$ cat config.mk
export PLATFORM = sky130hd
export DESIGN_NAME = sclkg_top
export DESIGN_NICKNAME = d
export VERILOG_FILES = /design/src/rtl/sclkg_pkg.sv /design/src/rtl/sclkg_div_if.sv /design/src/rtl/sclkg_divider.sv /design/src/rtl/sclkg_top.sv
export SDC_FILE = /design/constraint.sdc
export NUM_CORES = 1
export LEC_CHECK = 0
export BUFFER_PORTS_ARGS = -buffer_cell sky130_fd_sc_hd__buf_2
export CAP_MARGIN = 5
export CORE_UTILIZATION = 50
export DETAILED_ROUTE_END_ITERATION = 8
export GPL_ROUTABILITY_DRIVEN = 0
export PLACE_DENSITY = 0.78
export SLEW_MARGIN = 10
export SYNTH_ARGS = -nofsm -noshare
export SYNTH_HDL_FRONTEND = slang
export SYNTH_SLANG_ARGS = --single-unit
$ cat constraint.sdc
create_clock -name pclk -period 2.9 [get_ports pclk]
set_input_delay 0.725 -clock pclk [delete_from_list [all_inputs] [get_ports pclk]]
set_output_delay 0.725 -clock pclk [all_outputs]
set_load 0.01 [all_outputs]
$ cat src/rtl/sclkg_pkg.sv
// sclkg_pkg: offsets, field positions, reset values and counts for the
// system clock generator.
// assumes pclk stands for the pll clock in behaviour; apb byte addressing.
package sclkg_pkg;

    // bus clock
    localparam int PCLK_HZ = 20_000_000;
    localparam int PCLK_PERIOD_NS = 50;

    // source and pll figures
    localparam int INT_OSC_HZ = 24_000_000;
    localparam int PLL_MULT = 4;
    localparam int PLL_HZ = INT_OSC_HZ * PLL_MULT;
    localparam int USB_DIV = 2;
    localparam int USB_HZ = PLL_HZ / USB_DIV;
    localparam int FLASH_FAST_LIMIT_HZ = 16_000_000;

    // register indices; byte address is four times the index
    localparam logic [9:0] CFG_INDEX = 10'h0b9;
    localparam logic [9:0] KEY_INDEX = 10'h0a1;
    localparam logic [9:0] STAT_INDEX = 10'h0ba;

    // configuration register fields
    localparam int CFG_INT_OSC_BIT = 7;
    localparam int CFG_XT_OSC_BIT = 6;
    localparam int CFG_WDOG_BIT = 5;
    localparam int CFG_FLASH_BIT = 4;
    localparam int CFG_RST_BIT = 3;
    localparam int CFG_DIV_LSB = 0;
    localparam logic [7:0] CFG_RESET = 8'h83;
    localparam logic [2:0] DIV_RESET = 3'h3;

    // status register fields
    localparam int STAT_SRC_BIT = 0;
    localparam int STAT_SAFE_BIT = 1;

    // key register bytes
    localparam logic [7:0] KEY_FIRST = 8'h55;
    localparam logic [7:0] KEY_SECOND = 8'haa;

    // safe mode natural expiry, longest time rounds down
    localparam int SAFE_TIME_NS = 3200;
    localparam int SAFE_CYCLES = SAFE_TIME_NS / PCLK_PERIOD_NS;

    // divider codes
    localparam logic [2:0] DIV_CODE_512 = 3'h0;
    localparam logic [2:0] DIV_CODE_128 = 3'h1;
    localparam logic [2:0] DIV_CODE_32 = 3'h2;
    localparam logic [2:0] DIV_CODE_16 = 3'h3;
    localparam logic [2:0] DIV_CODE_8 = 3'h4;
    localparam logic [2:0] DIV_CODE_6 = 3'h5;
    localparam logic [2:0] DIV_CODE_4 = 3'h6;
    localparam logic [2:0] DIV_CODE_OFF = 3'h7;
    localparam logic [8:0] DIV_HALF_RESET = 9'h008;

    typedef enum logic [1:0] {
        SAFE_IDLE,
        SAFE_GOT_FIRST,
        SAFE_OPEN
    } sclkg_safe_type;

    // half period in pll cycles; zero means clock stopped
    function automatic logic [8:0] sclkg_half_of(input logic [2:0] code);
        logic [8:0] h;
        h = 9'h000;
        case (code)
            DIV_CODE_512: h = 9'h100;
            DIV_CODE_128: h = 9'h040;
            DIV_CODE_32: h = 9'h010;
            DIV_CODE_16: h = 9'h008;
            DIV_CODE_8: h = 9'h004;
            DIV_CODE_6: h = 9'h003;
            DIV_CODE_4: h = 9'h002;
            default: h = 9'h000;
        endcase
        return h;
    endfunction

endpackage

$ cat src/rtl/sclkg_div_if.sv
// sclkg_div_if: settings to the divider and its clock outputs back.
// assumes one clock domain shared by both ends.
`timescale 1ns/1ps
interface sclkg_div_if;
    logic [2:0] div_code;
    logic src_internal;
    logic sys_clk;
    logic sys_tick;
    logic src_active;
    modport ctrl(
        output div_code,
        output src_internal,
        input sys_clk,
        input sys_tick,
        input src_active
    );
    modport gen(
        input div_code,
        input src_internal,
        output sys_clk,
        output sys_tick,
        output src_active
    );
endinterface

$ cat src/rtl/sclkg_divider.sv
// sclkg_divider: divides the pll clock into the system clock.
// assumes pclk stands for the pll clock; settings come over sclkg_div_if.
`timescale 1ns/1ps
module sclkg_divider
    import sclkg_pkg::*;
(
    input wire logic pclk,
    input wire logic presetn,
    sclkg_div_if.gen div
);

    logic [8:0] half_r;
    logic [8:0] cnt_r;
    logic phase_r;
    logic tick_r;
    logic src_r;

    wire [8:0] new_half = sclkg_half_of(div.div_code);
    wire half_last = (cnt_r == (half_r - 9'h001));
    wire stopped = (half_r == 9'h000);
    wire boundary = stopped | (phase_r & half_last);

    always_ff @(posedge pclk or negedge presetn) begin
        if (!presetn) begin
            half_r <= DIV_HALF_RESET;
            cnt_r <= 9'h000;
            phase_r <= 1'b0;
            tick_r <= 1'b0;
            src_r <= 1'b1;
        end else if (boundary) begin
            half_r <= new_half;
            cnt_r <= 9'h000;
            phase_r <= 1'b0;
            tick_r <= (new_half != 9'h000);
            src_r <= div.src_internal;
        end else if (half_last) begin
            cnt_r <= 9'h000;
            phase_r <= ~phase_r;
            tick_r <= 1'b0;
        end else begin
            cnt_r <= cnt_r + 9'h001;
            tick_r <= 1'b0;
        end
    end

    assign div.sys_clk = phase_r;
    assign div.sys_tick = tick_r;
    assign div.src_active = src_r;

endmodule // sclkg_divider

$ cat src/rtl/sclkg_top.sv
// sclkg_top: clock source select, pll model, system and usb dividers,
// safe-mode protected configuration register on apb.
// assumes pclk stands for the pll clock and all inputs are synchronous.
`timescale 1ns/1ps

// How it works
// - bit 7 runs and selects internal oscillator
// - bit 6 gives pins to crystal oscillator
// - watchdog flag sets; reload or isr clears
// - bit 4 picks flash reference clock rate
// - bit 3 reads reset pin level
// - three-bit code selects divide 512 to 4, code 7 stops the clock
// - reset value 83h, 6 MHz system clock
// - power-up source is 24 MHz internal
// - pll is four times source, feeds dividers
// - usb clock is pll divided by two
// - system clock goes to every module
// - config writes only while safe mode open
// - 55h then AAh opens safe mode
// - other key writes close safe mode early
module sclkg_top
    import sclkg_pkg::*;
#(
    parameter int ADDR_W = 12,
    parameter int SAFE_LIMIT = SAFE_CYCLES
) (
    input wire logic pclk,
    input wire logic presetn,
    input wire logic psel,
    input wire logic penable,
    input wire logic pwrite,
    input wire logic [ADDR_W-1:0] paddr,
    input wire logic [31:0] pwdata,
    output logic [31:0] prdata,
    output logic pready,
    output logic pslverr,
    input wire logic reset_pin_level,
    input wire logic watchdog_overflow,
    input wire logic watchdog_count_reload,
    input wire logic watchdog_isr_enter,
    output logic internal_osc_enable,
    output logic crystal_osc_enable,
    output logic crystal_pin_mode,
    output logic source_internal,
    output logic flash_clock_speedup,
    output logic watchdog_overflow_flag,
    output logic safe_mode_active,
    output logic sys_clock_out,
    output logic sys_clock_tick,
    output logic usb_module_clock
);

    sclkg_div_if div_bus();

    logic osc_int_r;
    logic osc_xt_r;
    logic flash_fast_r;
    logic [2:0] div_sel_r;
    logic wdog_flag_r;
    logic rst_level_r;
    logic xt_pins_r;
    logic src_r;
    logic sys_clk_r;
    logic sys_tick_r;
    logic usb_clk_r;
    logic [31:0] prdata_r;
    logic pready_r;
    logic pslverr_r;
    sclkg_safe_type safe_r;
    sclkg_safe_type safe_nxt;
    logic [15:0] safe_cnt_r;
    logic [15:0] safe_cnt_nxt;

    // bus decode
    wire [9:0] word_index = paddr[11:2];
    wire cfg_hit = (word_index == CFG_INDEX);
    wire key_hit = (word_index == KEY_INDEX);
    wire stat_hit = (word_index == STAT_INDEX);
    wire any_hit = cfg_hit | key_hit | stat_hit;
    wire setup_phase = psel & ~penable;
    wire access_done = psel & penable & pready_r;
    wire wr_done = access_done & pwrite & ~pslverr_r;
    wire cfg_wr = wr_done & cfg_hit;
    wire key_wr = wr_done & key_hit;
    wire [7:0] wbyte = pwdata[7:0];
    wire safe_open = (safe_r == SAFE_OPEN);

    // reset pin level in bit 3
    wire [7:0] cfg_word = {
        osc_int_r,
        osc_xt_r,
        wdog_flag_r,
        flash_fast_r,
        rst_level_r,
        div_sel_r
    };
    wire [7:0] stat_word = {
        6'h00,
        safe_open,
        src_r
    };
    wire [7:0] key_word = {7'h00, safe_open};
    wire [7:0] rd_byte = cfg_hit ? cfg_word :
                         key_hit ? key_word :
                         stat_hit ? stat_word : 8'h00;

    // apb answer: zero wait, error on unmapped address
    always_ff @(posedge pclk or negedge presetn) begin
        if (!presetn) begin
            pready_r <= 1'b0;
            pslverr_r <= 1'b0;
            prdata_r <= 32'h0000_0000;
        end else begin
            pready_r <= setup_phase;
            pslverr_r <= setup_phase & ~any_hit;
            if (setup_phase & ~pwrite) begin
                prdata_r <= {24'h00_0000, rd_byte};
            end
        end
    end

    always_comb begin
        safe_nxt = safe_r;
        safe_cnt_nxt = safe_cnt_r;
        case (safe_r)
            SAFE_IDLE: begin
                if (key_wr && wbyte == KEY_FIRST) begin
                    safe_nxt = SAFE_GOT_FIRST;
                end
            end
            SAFE_GOT_FIRST: begin
                if (key_wr && wbyte == KEY_SECOND) begin
                    safe_nxt = SAFE_OPEN;
                    safe_cnt_nxt = 16'h0000;
                end else if (key_wr && wbyte != KEY_FIRST) begin
                    safe_nxt = SAFE_IDLE;
                end
            end
            SAFE_OPEN: begin
                if (key_wr) begin
                    safe_nxt = (wbyte == KEY_FIRST) ? SAFE_GOT_FIRST
                                                    : SAFE_IDLE;
                end else if (safe_cnt_r == 16'(SAFE_LIMIT - 1)) begin
                    safe_nxt = SAFE_IDLE;
                end else begin
                    safe_cnt_nxt = safe_cnt_r + 16'h0001;
                end
            end
            default: begin
                safe_nxt = SAFE_IDLE;
            end
        endcase
    end

    always_ff @(posedge pclk or negedge presetn) begin
        if (!presetn) begin
            safe_r <= SAFE_IDLE;
            safe_cnt_r <= 16'h0000;
        end else begin
            safe_r <= safe_nxt;
            safe_cnt_r <= safe_cnt_nxt;
        end
    end

    always_ff @(posedge pclk or negedge presetn) begin
        if (!presetn) begin
            osc_int_r <= CFG_RESET[CFG_INT_OSC_BIT];
            osc_xt_r <= CFG_RESET[CFG_XT_OSC_BIT];
            flash_fast_r <= CFG_RESET[CFG_FLASH_BIT];
            div_sel_r <= DIV_RESET;
        end else if (cfg_wr && safe_open) begin
            osc_int_r <= wbyte[CFG_INT_OSC_BIT];
            osc_xt_r <= wbyte[CFG_XT_OSC_BIT];
            flash_fast_r <= wbyte[CFG_FLASH_BIT];
            div_sel_r <= wbyte[CFG_DIV_LSB +: 3];
        end
    end

    always_ff @(posedge pclk or negedge presetn) begin
        if (!presetn) begin
            wdog_flag_r <= 1'b0;
        end else if (watchdog_overflow) begin
            wdog_flag_r <= 1'b1;
        end else if (watchdog_count_reload | watchdog_isr_enter) begin
            wdog_flag_r <= 1'b0;
        end
    end

    always_ff @(posedge pclk or negedge presetn) begin
        if (!presetn) begin
            rst_level_r <= 1'b0;
        end else begin
            rst_level_r <= reset_pin_level;
        end
    end

    always_ff @(posedge pclk or negedge presetn) begin
        if (!presetn) begin
            xt_pins_r <= 1'b0;
        end else begin
            xt_pins_r <= osc_xt_r;
        end
    end

    assign div_bus.src_internal = osc_int_r;
    assign div_bus.div_code = div_sel_r;

    sclkg_divider u_divider (
        .pclk(pclk),
        .presetn(presetn),
        .div(div_bus.gen)
    );

    // usb clock is pll over two
    always_ff @(posedge pclk or negedge presetn) begin
        if (!presetn) begin
            sys_clk_r <= 1'b0;
            sys_tick_r <= 1'b0;
            src_r <= 1'b1;
            usb_clk_r <= 1'b0;
        end else begin
            sys_clk_r <= div_bus.sys_clk;
            sys_tick_r <= div_bus.sys_tick;
            src_r <= div_bus.src_active;
            usb_clk_r <= ~usb_clk_r;
        end
    end

    assign prdata = prdata_r;
    assign pready = pready_r;
    assign pslverr = pslverr_r;
    assign internal_osc_enable = osc_int_r;
    assign crystal_osc_enable = osc_xt_r;
    assign crystal_pin_mode = xt_pins_r;
    assign source_internal = src_r;
    assign flash_clock_speedup = flash_fast_r;
    assign watchdog_overflow_flag = wdog_flag_r;
    assign safe_mode_active = safe_open;
    assign sys_clock_out = sys_clk_r;
    assign sys_clock_tick = sys_tick_r;
    assign usb_module_clock = usb_clk_r;

endmodule // sclkg_top

======== After elaboration in Yosys (flattened, before gate mapping) ========
Index checks and enable logic that the tools add are counted.
operators by class
  add/subtract/negate cells ............... 3
  bitwise gates (word level) .............. 20
  equality and inequality tests ........... 22
  reduce and logical (&&, ||, !) cells .... 13
  multiplexer cells ....................... 22
operator list
  kind                                               number
  one-hot mux 9 bit (7 select lines)                 1
  2-to-1 mux 16 bit                                  3
  one-hot mux 16 bit (2 select lines)                1
  == test 10 x 8 -> 1 bit (second input constant)    3
  2-to-1 mux 9 bit                                   2
  adder 16 x 1 -> 16 bit (second input constant)     1
  == test 16 x 6 -> 1 bit (second input constant)    1
  2-to-1 mux 2 bit                                   7
  AND 1 bit                                          10
  adder 9 x 1 -> 9 bit (second input constant)       1
  == test 3 bit (second input constant)              3
  == test 9 bit                                      1
  zero test 9 bit                                    1
  nonzero test 9 bit                                 1
  subtractor 9 x 1 -> 9 bit (second input constant)  1
  == test 8 x 7 -> 1 bit (second input constant)     1
  == test 8 bit (second input constant)              1
  2-to-1 mux 8 bit                                   1
  != test 2 bit (second input constant)              4
  != test 8 x 7 -> 1 bit (second input constant)     1
  == test 3 x 2 -> 1 bit (second input constant)     2
  2-to-1 mux 1 bit                                   6
  inverter 1 bit                                     6
  one-hot mux 2 bit (3 select lines)                 1
  12 further kinds                                   20
storage, ports and cells
  input port bits ......................... 53
  register bits after elaboration ......... 62
  logic and storage cells ................. 101
  output and inout bits ................... 44

======== Longest topological paths before layout ========
  depth after elaboration ................. 9
  gate-level depth with buffers ........... 8
  gate-level depth less buffers ........... 8

======== Modules after synthesis ========
A second synthesis with hierarchy kept.
unflattened totals
  cell total of the unflattened synthesis .. 317
  area, all modules ....................... 3270.6 um2
modules (own cells, without submodules)
  module         times used  area each (um2)  seq. area each (um2)  cells an instance
  sclkg_top      1           2162.1           1031.0                211
  sclkg_divider  1           1108.6           478.0                 106

======== Worst setup path after synthesis ========
OpenSTA, ideal clock, no wires.
  path type ............................... input -> register
  start ................................... input port paddr[8]
  end ..................................... register osc_xt_r, in the netlist crystal_osc_enable
  path buffers ............................ 1
  required time ........................... 2.772 ns
  cell stages on the path ................. 6
  setup slack ............................. 0.448 ns
  arrival ................................. 2.325 ns
  setup time .............................. 0.128 ns
  cell sequence ........................... nor4b_1 nand4_1 nor3b_2 and2_1 buf_2 mux2_1
on the way
  word-level cells in the longest chain between the ends .. 3
RTL lines
  what                     RTL line          RTL
  start, declared          sclkg_top.sv:32   input wire logic [ADDR_W-1:0] paddr,
  == test 10 x 8 -> 1 bit  sclkg_top.sv:76   wire cfg_hit = (word_index == CFG_INDEX);
  AND 1 bit                sclkg_top.sv:83   wire cfg_wr = wr_done & cfg_hit;
  logical AND 1 bit        sclkg_top.sv:171  end else if (cfg_wr && safe_open) begin
  end signal, assigned     sclkg_top.sv:168  osc_xt_r <= CFG_RESET[CFG_XT_OSC_BIT];
  end signal, assigned     sclkg_top.sv:173  osc_xt_r <= wbyte[CFG_XT_OSC_BIT];
  end, declared            sclkg_top.sv:56   logic osc_xt_r;
Every way passes these cells.
A chain may end at the register's enable or synchronous reset.

======== Worst setup path after layout ========
  start ................................... register u_divider.half_r[0]
  end ..................................... register u_divider.src_r, in the netlist u_divider.div.src_active
on the way
  word-level cells in the longest chain between the ends .. 4
  elaborated cells on any way between the ends .. 5
  classes of those cells .................. add/sub (1); eq/ne (1); bitwise (2); reduce/logical (1)
RTL lines
  what                       RTL line             RTL
  start, declared            sclkg_divider.sv:12  logic [8:0] half_r;
  start signal, assigned     sclkg_divider.sv:31  half_r <= new_half;
  subtractor 9 x 1 -> 9 bit  sclkg_divider.sv:19  wire half_last = (cnt_r == (half_r - 9'h001));
  == test 9 bit              sclkg_divider.sv:19
  AND 1 bit                  sclkg_divider.sv:21  wire boundary = stopped | (phase_r & half_last);
  bitwise OR 1 bit *         sclkg_divider.sv:21
  end signal, assigned       sclkg_divider.sv:35  src_r <= div.src_internal;
  end, declared              sclkg_divider.sv:16  logic src_r;
Every way passes the cells marked *; elsewhere a longest branch is shown, timed or not.

==> flow_summary.yaml <==
synth:
  ys_warn_count: 0
  async_flop_share_pct: 100
  avgSynthCellArea_um2: 9.94
  syn_inst: 318
  synth_area_um2: 3160
  synth_edf_count: 0
  yosys.area.top_type: "dfrtp_1"
  yosysTopAreaCellShare_pct: 42.8
  ys_ff_latch: 60
  ys_types: 52
  synth.area.top_cells: "dfrtp_1 (43%), xnor2_1 (6.4%), buf_4 (5.7%)"
  ys.flop_type: "dfrtp_1"
  seq_area_frac_synth_pct: 47.7
timing:
  rsz0062_at_grt: "no"
  maxSlewHeadroom_pct: 63.1
  finalHoldViolCount: 0
  tightestPinTransition_ns: 0.552
  clock.fmax_mhz: 382
  drv_slew: 0
  fin_worst_skew_ns: 0.0111
  setup_viol: 0
  period_share_pct: 90.4
  period_minus_slack_ns: 2.62
  setup-tns-final_ns: 0
grt:
  grt_antenna_before_repair: 0
  global_route.overflow_total: 0
  grt_pass1_wl_um: 10800
  grt_util_all_layers_pct: 21.8
  grt_max_degree: 30
  grt_pass1_vias: 2393
placement:
  place_area_um2: 3410
  dp.final_hpwl_um: 4700
  io_buffers: 46
die:
  placement_rows: 28
  io_pins: 97
  die_x_um: 81.5
  start_util_pct: 52.5
  core_area_um2: 6030
  die_area_um2: 6640
  die_h_um: 81.5
drt:
  routed-wl-met2_um: 3120
  drc: 0
  vias: 2346
  dr.max_layer_used: "met4"
  wire_per_inst_um: 13.9
  routed_wl_um: 6280
  drtAntennaViolNets: 0
  vias_per_cell: 5.19
  wl_met1_um: 2770
  drt_iter0_drc: 104
  drtPass1Iterations: 4
  dr_wl_met3_um: 276
cells_and_area:
  final_layout_size_suffix_gt1_share_pct: 22.5
  final_cell_area_um2: 3610
  seqCellArea_um2: 1510
  area_growth_pct: 14.2
  antenna_cells: 0
  nNetsFinal: 430
  multi_input_area_um2: 1470
  nFillCells: 497
power:
  powerDensity_nw_per_um2: 471
  irDropWorstVdd_mv: 0.339
  power_leakage_uw: 0.00173
worst_setup_path:
  cp_data_required_time_ns: 3.16
  worstSetupPathType: "register to register"
  cp_max_fo: 6
  crit_path_end_kind: "register"
  worstPathArrival_ns: 2.88
  startpoint_type: "register"
clock_tree:
  post-cts-setup-buffers: 0
  cts_made_buffers: 9
  cts_hold_repair.buffers: 0
  cts_num_sinks: 60
  cts_tree: "yes"
  clockBufferDepth: 2
  post_cts_resized: 0
  h-tree-depth: 3
  cts_root_buf: "clkbuf_8"
  clk_latency_ns: 0.34
  path_clk_slew_ns: 0.07
hold_path:
  hold_class: "input port to async pin"
job:
  maxCapViolCount: 0
run_status:
  outcome: "completed"
-- registers in the layout (all words and copies together) (netlist names), 2 cells and up --
name              count
safe_cnt_r           16
safe_r                2
div_bus.div_code      3
u_divider.cnt_r       9
u_divider.half_r      7
prdata                8
-- cell families after synthesis --
family / Yosys count / share of synthesized area (%)
simple gates: 142 / 23.4
xor+xnor: 32 / 9.11
other cells: 1 / 0.119
flops: 60 / 47.7
mux: 10 / 3.40
buf+inv: 44 / 8.43
fa+ha+maj: 4 / 1.58
compound gates: 25 / 6.26
-- power by group --
part | internal (µW) | total (µW) | leakage (µW) | switching, µW
registers | 845 | 849 | 0.000783 | 4.03
logic | 28.0 | 83.1 | 0.000849 | 55.1
clock network | 463 | 766 | 0.000103 | 303
-- layout by cell type, fill, tap and decap left out, types with 2 or more instances in the layout --
| master | netlist | final |
|---|---|---|
| a211oi_1 | 2 | 2 |
| dfstp_2 | 6 | 6 |
| buf_4 | 24 | 8 |
| and3_1 | 4 | 4 |
| dfrtp_1 | 54 | 54 |
| nand2_1 | 28 | 28 |
| xor2_1 | 8 | 8 |
| a221oi_1 | 3 | 3 |
| xnor2_1 | 23 | 23 |
| nand3_1 | 20 | 20 |
| o21ai_0 | 2 | 2 |
| or2_2 | 2 | 2 |
| nand4_1 | 6 | 6 |
| o21ai_1 | 4 | 4 |
| nor4bb_1 | 3 | 3 |
| buf_2 | 3 | 46 |
| nor4_1 | 5 | 5 |
| inv_2 | 2 | 2 |
| nor2_1 | 39 | 39 |
| nor3b_1 | 4 | 4 |
| nor2b_1 | 5 | 5 |
| nor3_1 | 9 | 9 |
| conb_1 | 1 | 24 |
| a32o_1 | 4 | 4 |
| ha_1 | 4 | 4 |
| clkbuf_8 | 0 | 12 |
| nor4b_1 | 4 | 4 |
| inv_1 | 9 | 9 |
| a21oi_1 | 2 | 2 |
| nand2b_1 | 3 | 3 |
| mux2_1 | 6 | 6 |
| clkbuf_1 | 5 | 2 |
| mux2i_1 | 4 | 4 |
-- worst max-delay path, stage by stage, from the launching register on --
cell and delay, ns:
dfrtp_1 0.41, inv_1 0.13, ha_1 0.29, nor4b_1 0.32, xnor2_1 0.22, nand2_1 0.11
or4b_4 0.55, nand2_2 0.16, mux2_1 0.34
-- metal layers --
metal / vias up / track usage (%)
met5: - / 0
met4: 0 / 7.86
met3: 15 / 8.00
met2: 59 / 37.0
met1: 1119 / 25.0
li1: 1153 / -
-- Yosys cell counts, types with 2 or more instances --
library cell and count:
dfrtp_1 54, nor2_1 39, nand2_1 28, buf_4 24
xnor2_1 23, nand3_1 20, inv_1 9, nor3_1 9
xor2_1 8, dfstp_2 6, mux2_1 6, nand4_1 6
clkbuf_1 5, nor2b_1 5, nor4_1 5, a32o_1 4
and3_1 4, ha_1 4, mux2i_1 4, nor3b_1 4
nor4b_1 4, o21ai_1 4, a221oi_1 3, buf_2 3
nand2b_1 3, nor4bb_1 3, a211oi_1 2, a21oi_1 2
inv_2 2, o21ai_0 2, or2_2 2
-- final timing paths --
path	start	depth (start not counted)	endpoint	slack (ns)
max	u_divider.half_r[0]	8	u_divider.div.src_active	0.28
min	presetn	1	u_divider.cnt_r[4]	0.27
max reg2reg	u_divider.half_r[0]	8	u_divider.div.src_active	0.28
min reg2reg	u_divider.div.sys_tick	0	sys_clock_tick	0.35
max in group asynchronous	presetn	2	internal_osc_enable	1.91
min in group pclk	u_divider.div.sys_tick	0	sys_clock_tick	0.35
-- stage by stage --
step | worst slack (ns) | cells | util (%) | hold slack (ns) | power (µW)
floorplan | 0.448 | 341 | - | 0.331 | 920
global placement | 0.377 | 437 | 56.5 | 0.332 | 944
detailed placement | 0.305 | 437 | 56.5 | 0.340 | 947
CTS | 0.275 | 452 | 59.9 | 0.275 | 1710
global route | 0.0964 | 452 | 59.9 | 0.283 | 1760
finish | 0.279 | 452 | 59.9 | 0.271 | 1700
-- layout make-up --
| class | instances | area share, % |
|---|---|---|
| tap | 75 | 2.60 |
| sequential | 60 | 41.8 |
| inverter | 11 | 1.14 |
| clock inverter | 1 | 0.832 |
| timing repair buffer | 54 | 8.04 |
| clock buffer | 14 | 4.79 |
| multi-input combinational | 237 | 40.8 |
Note: power is estimated with default switching activity, not from simulation.
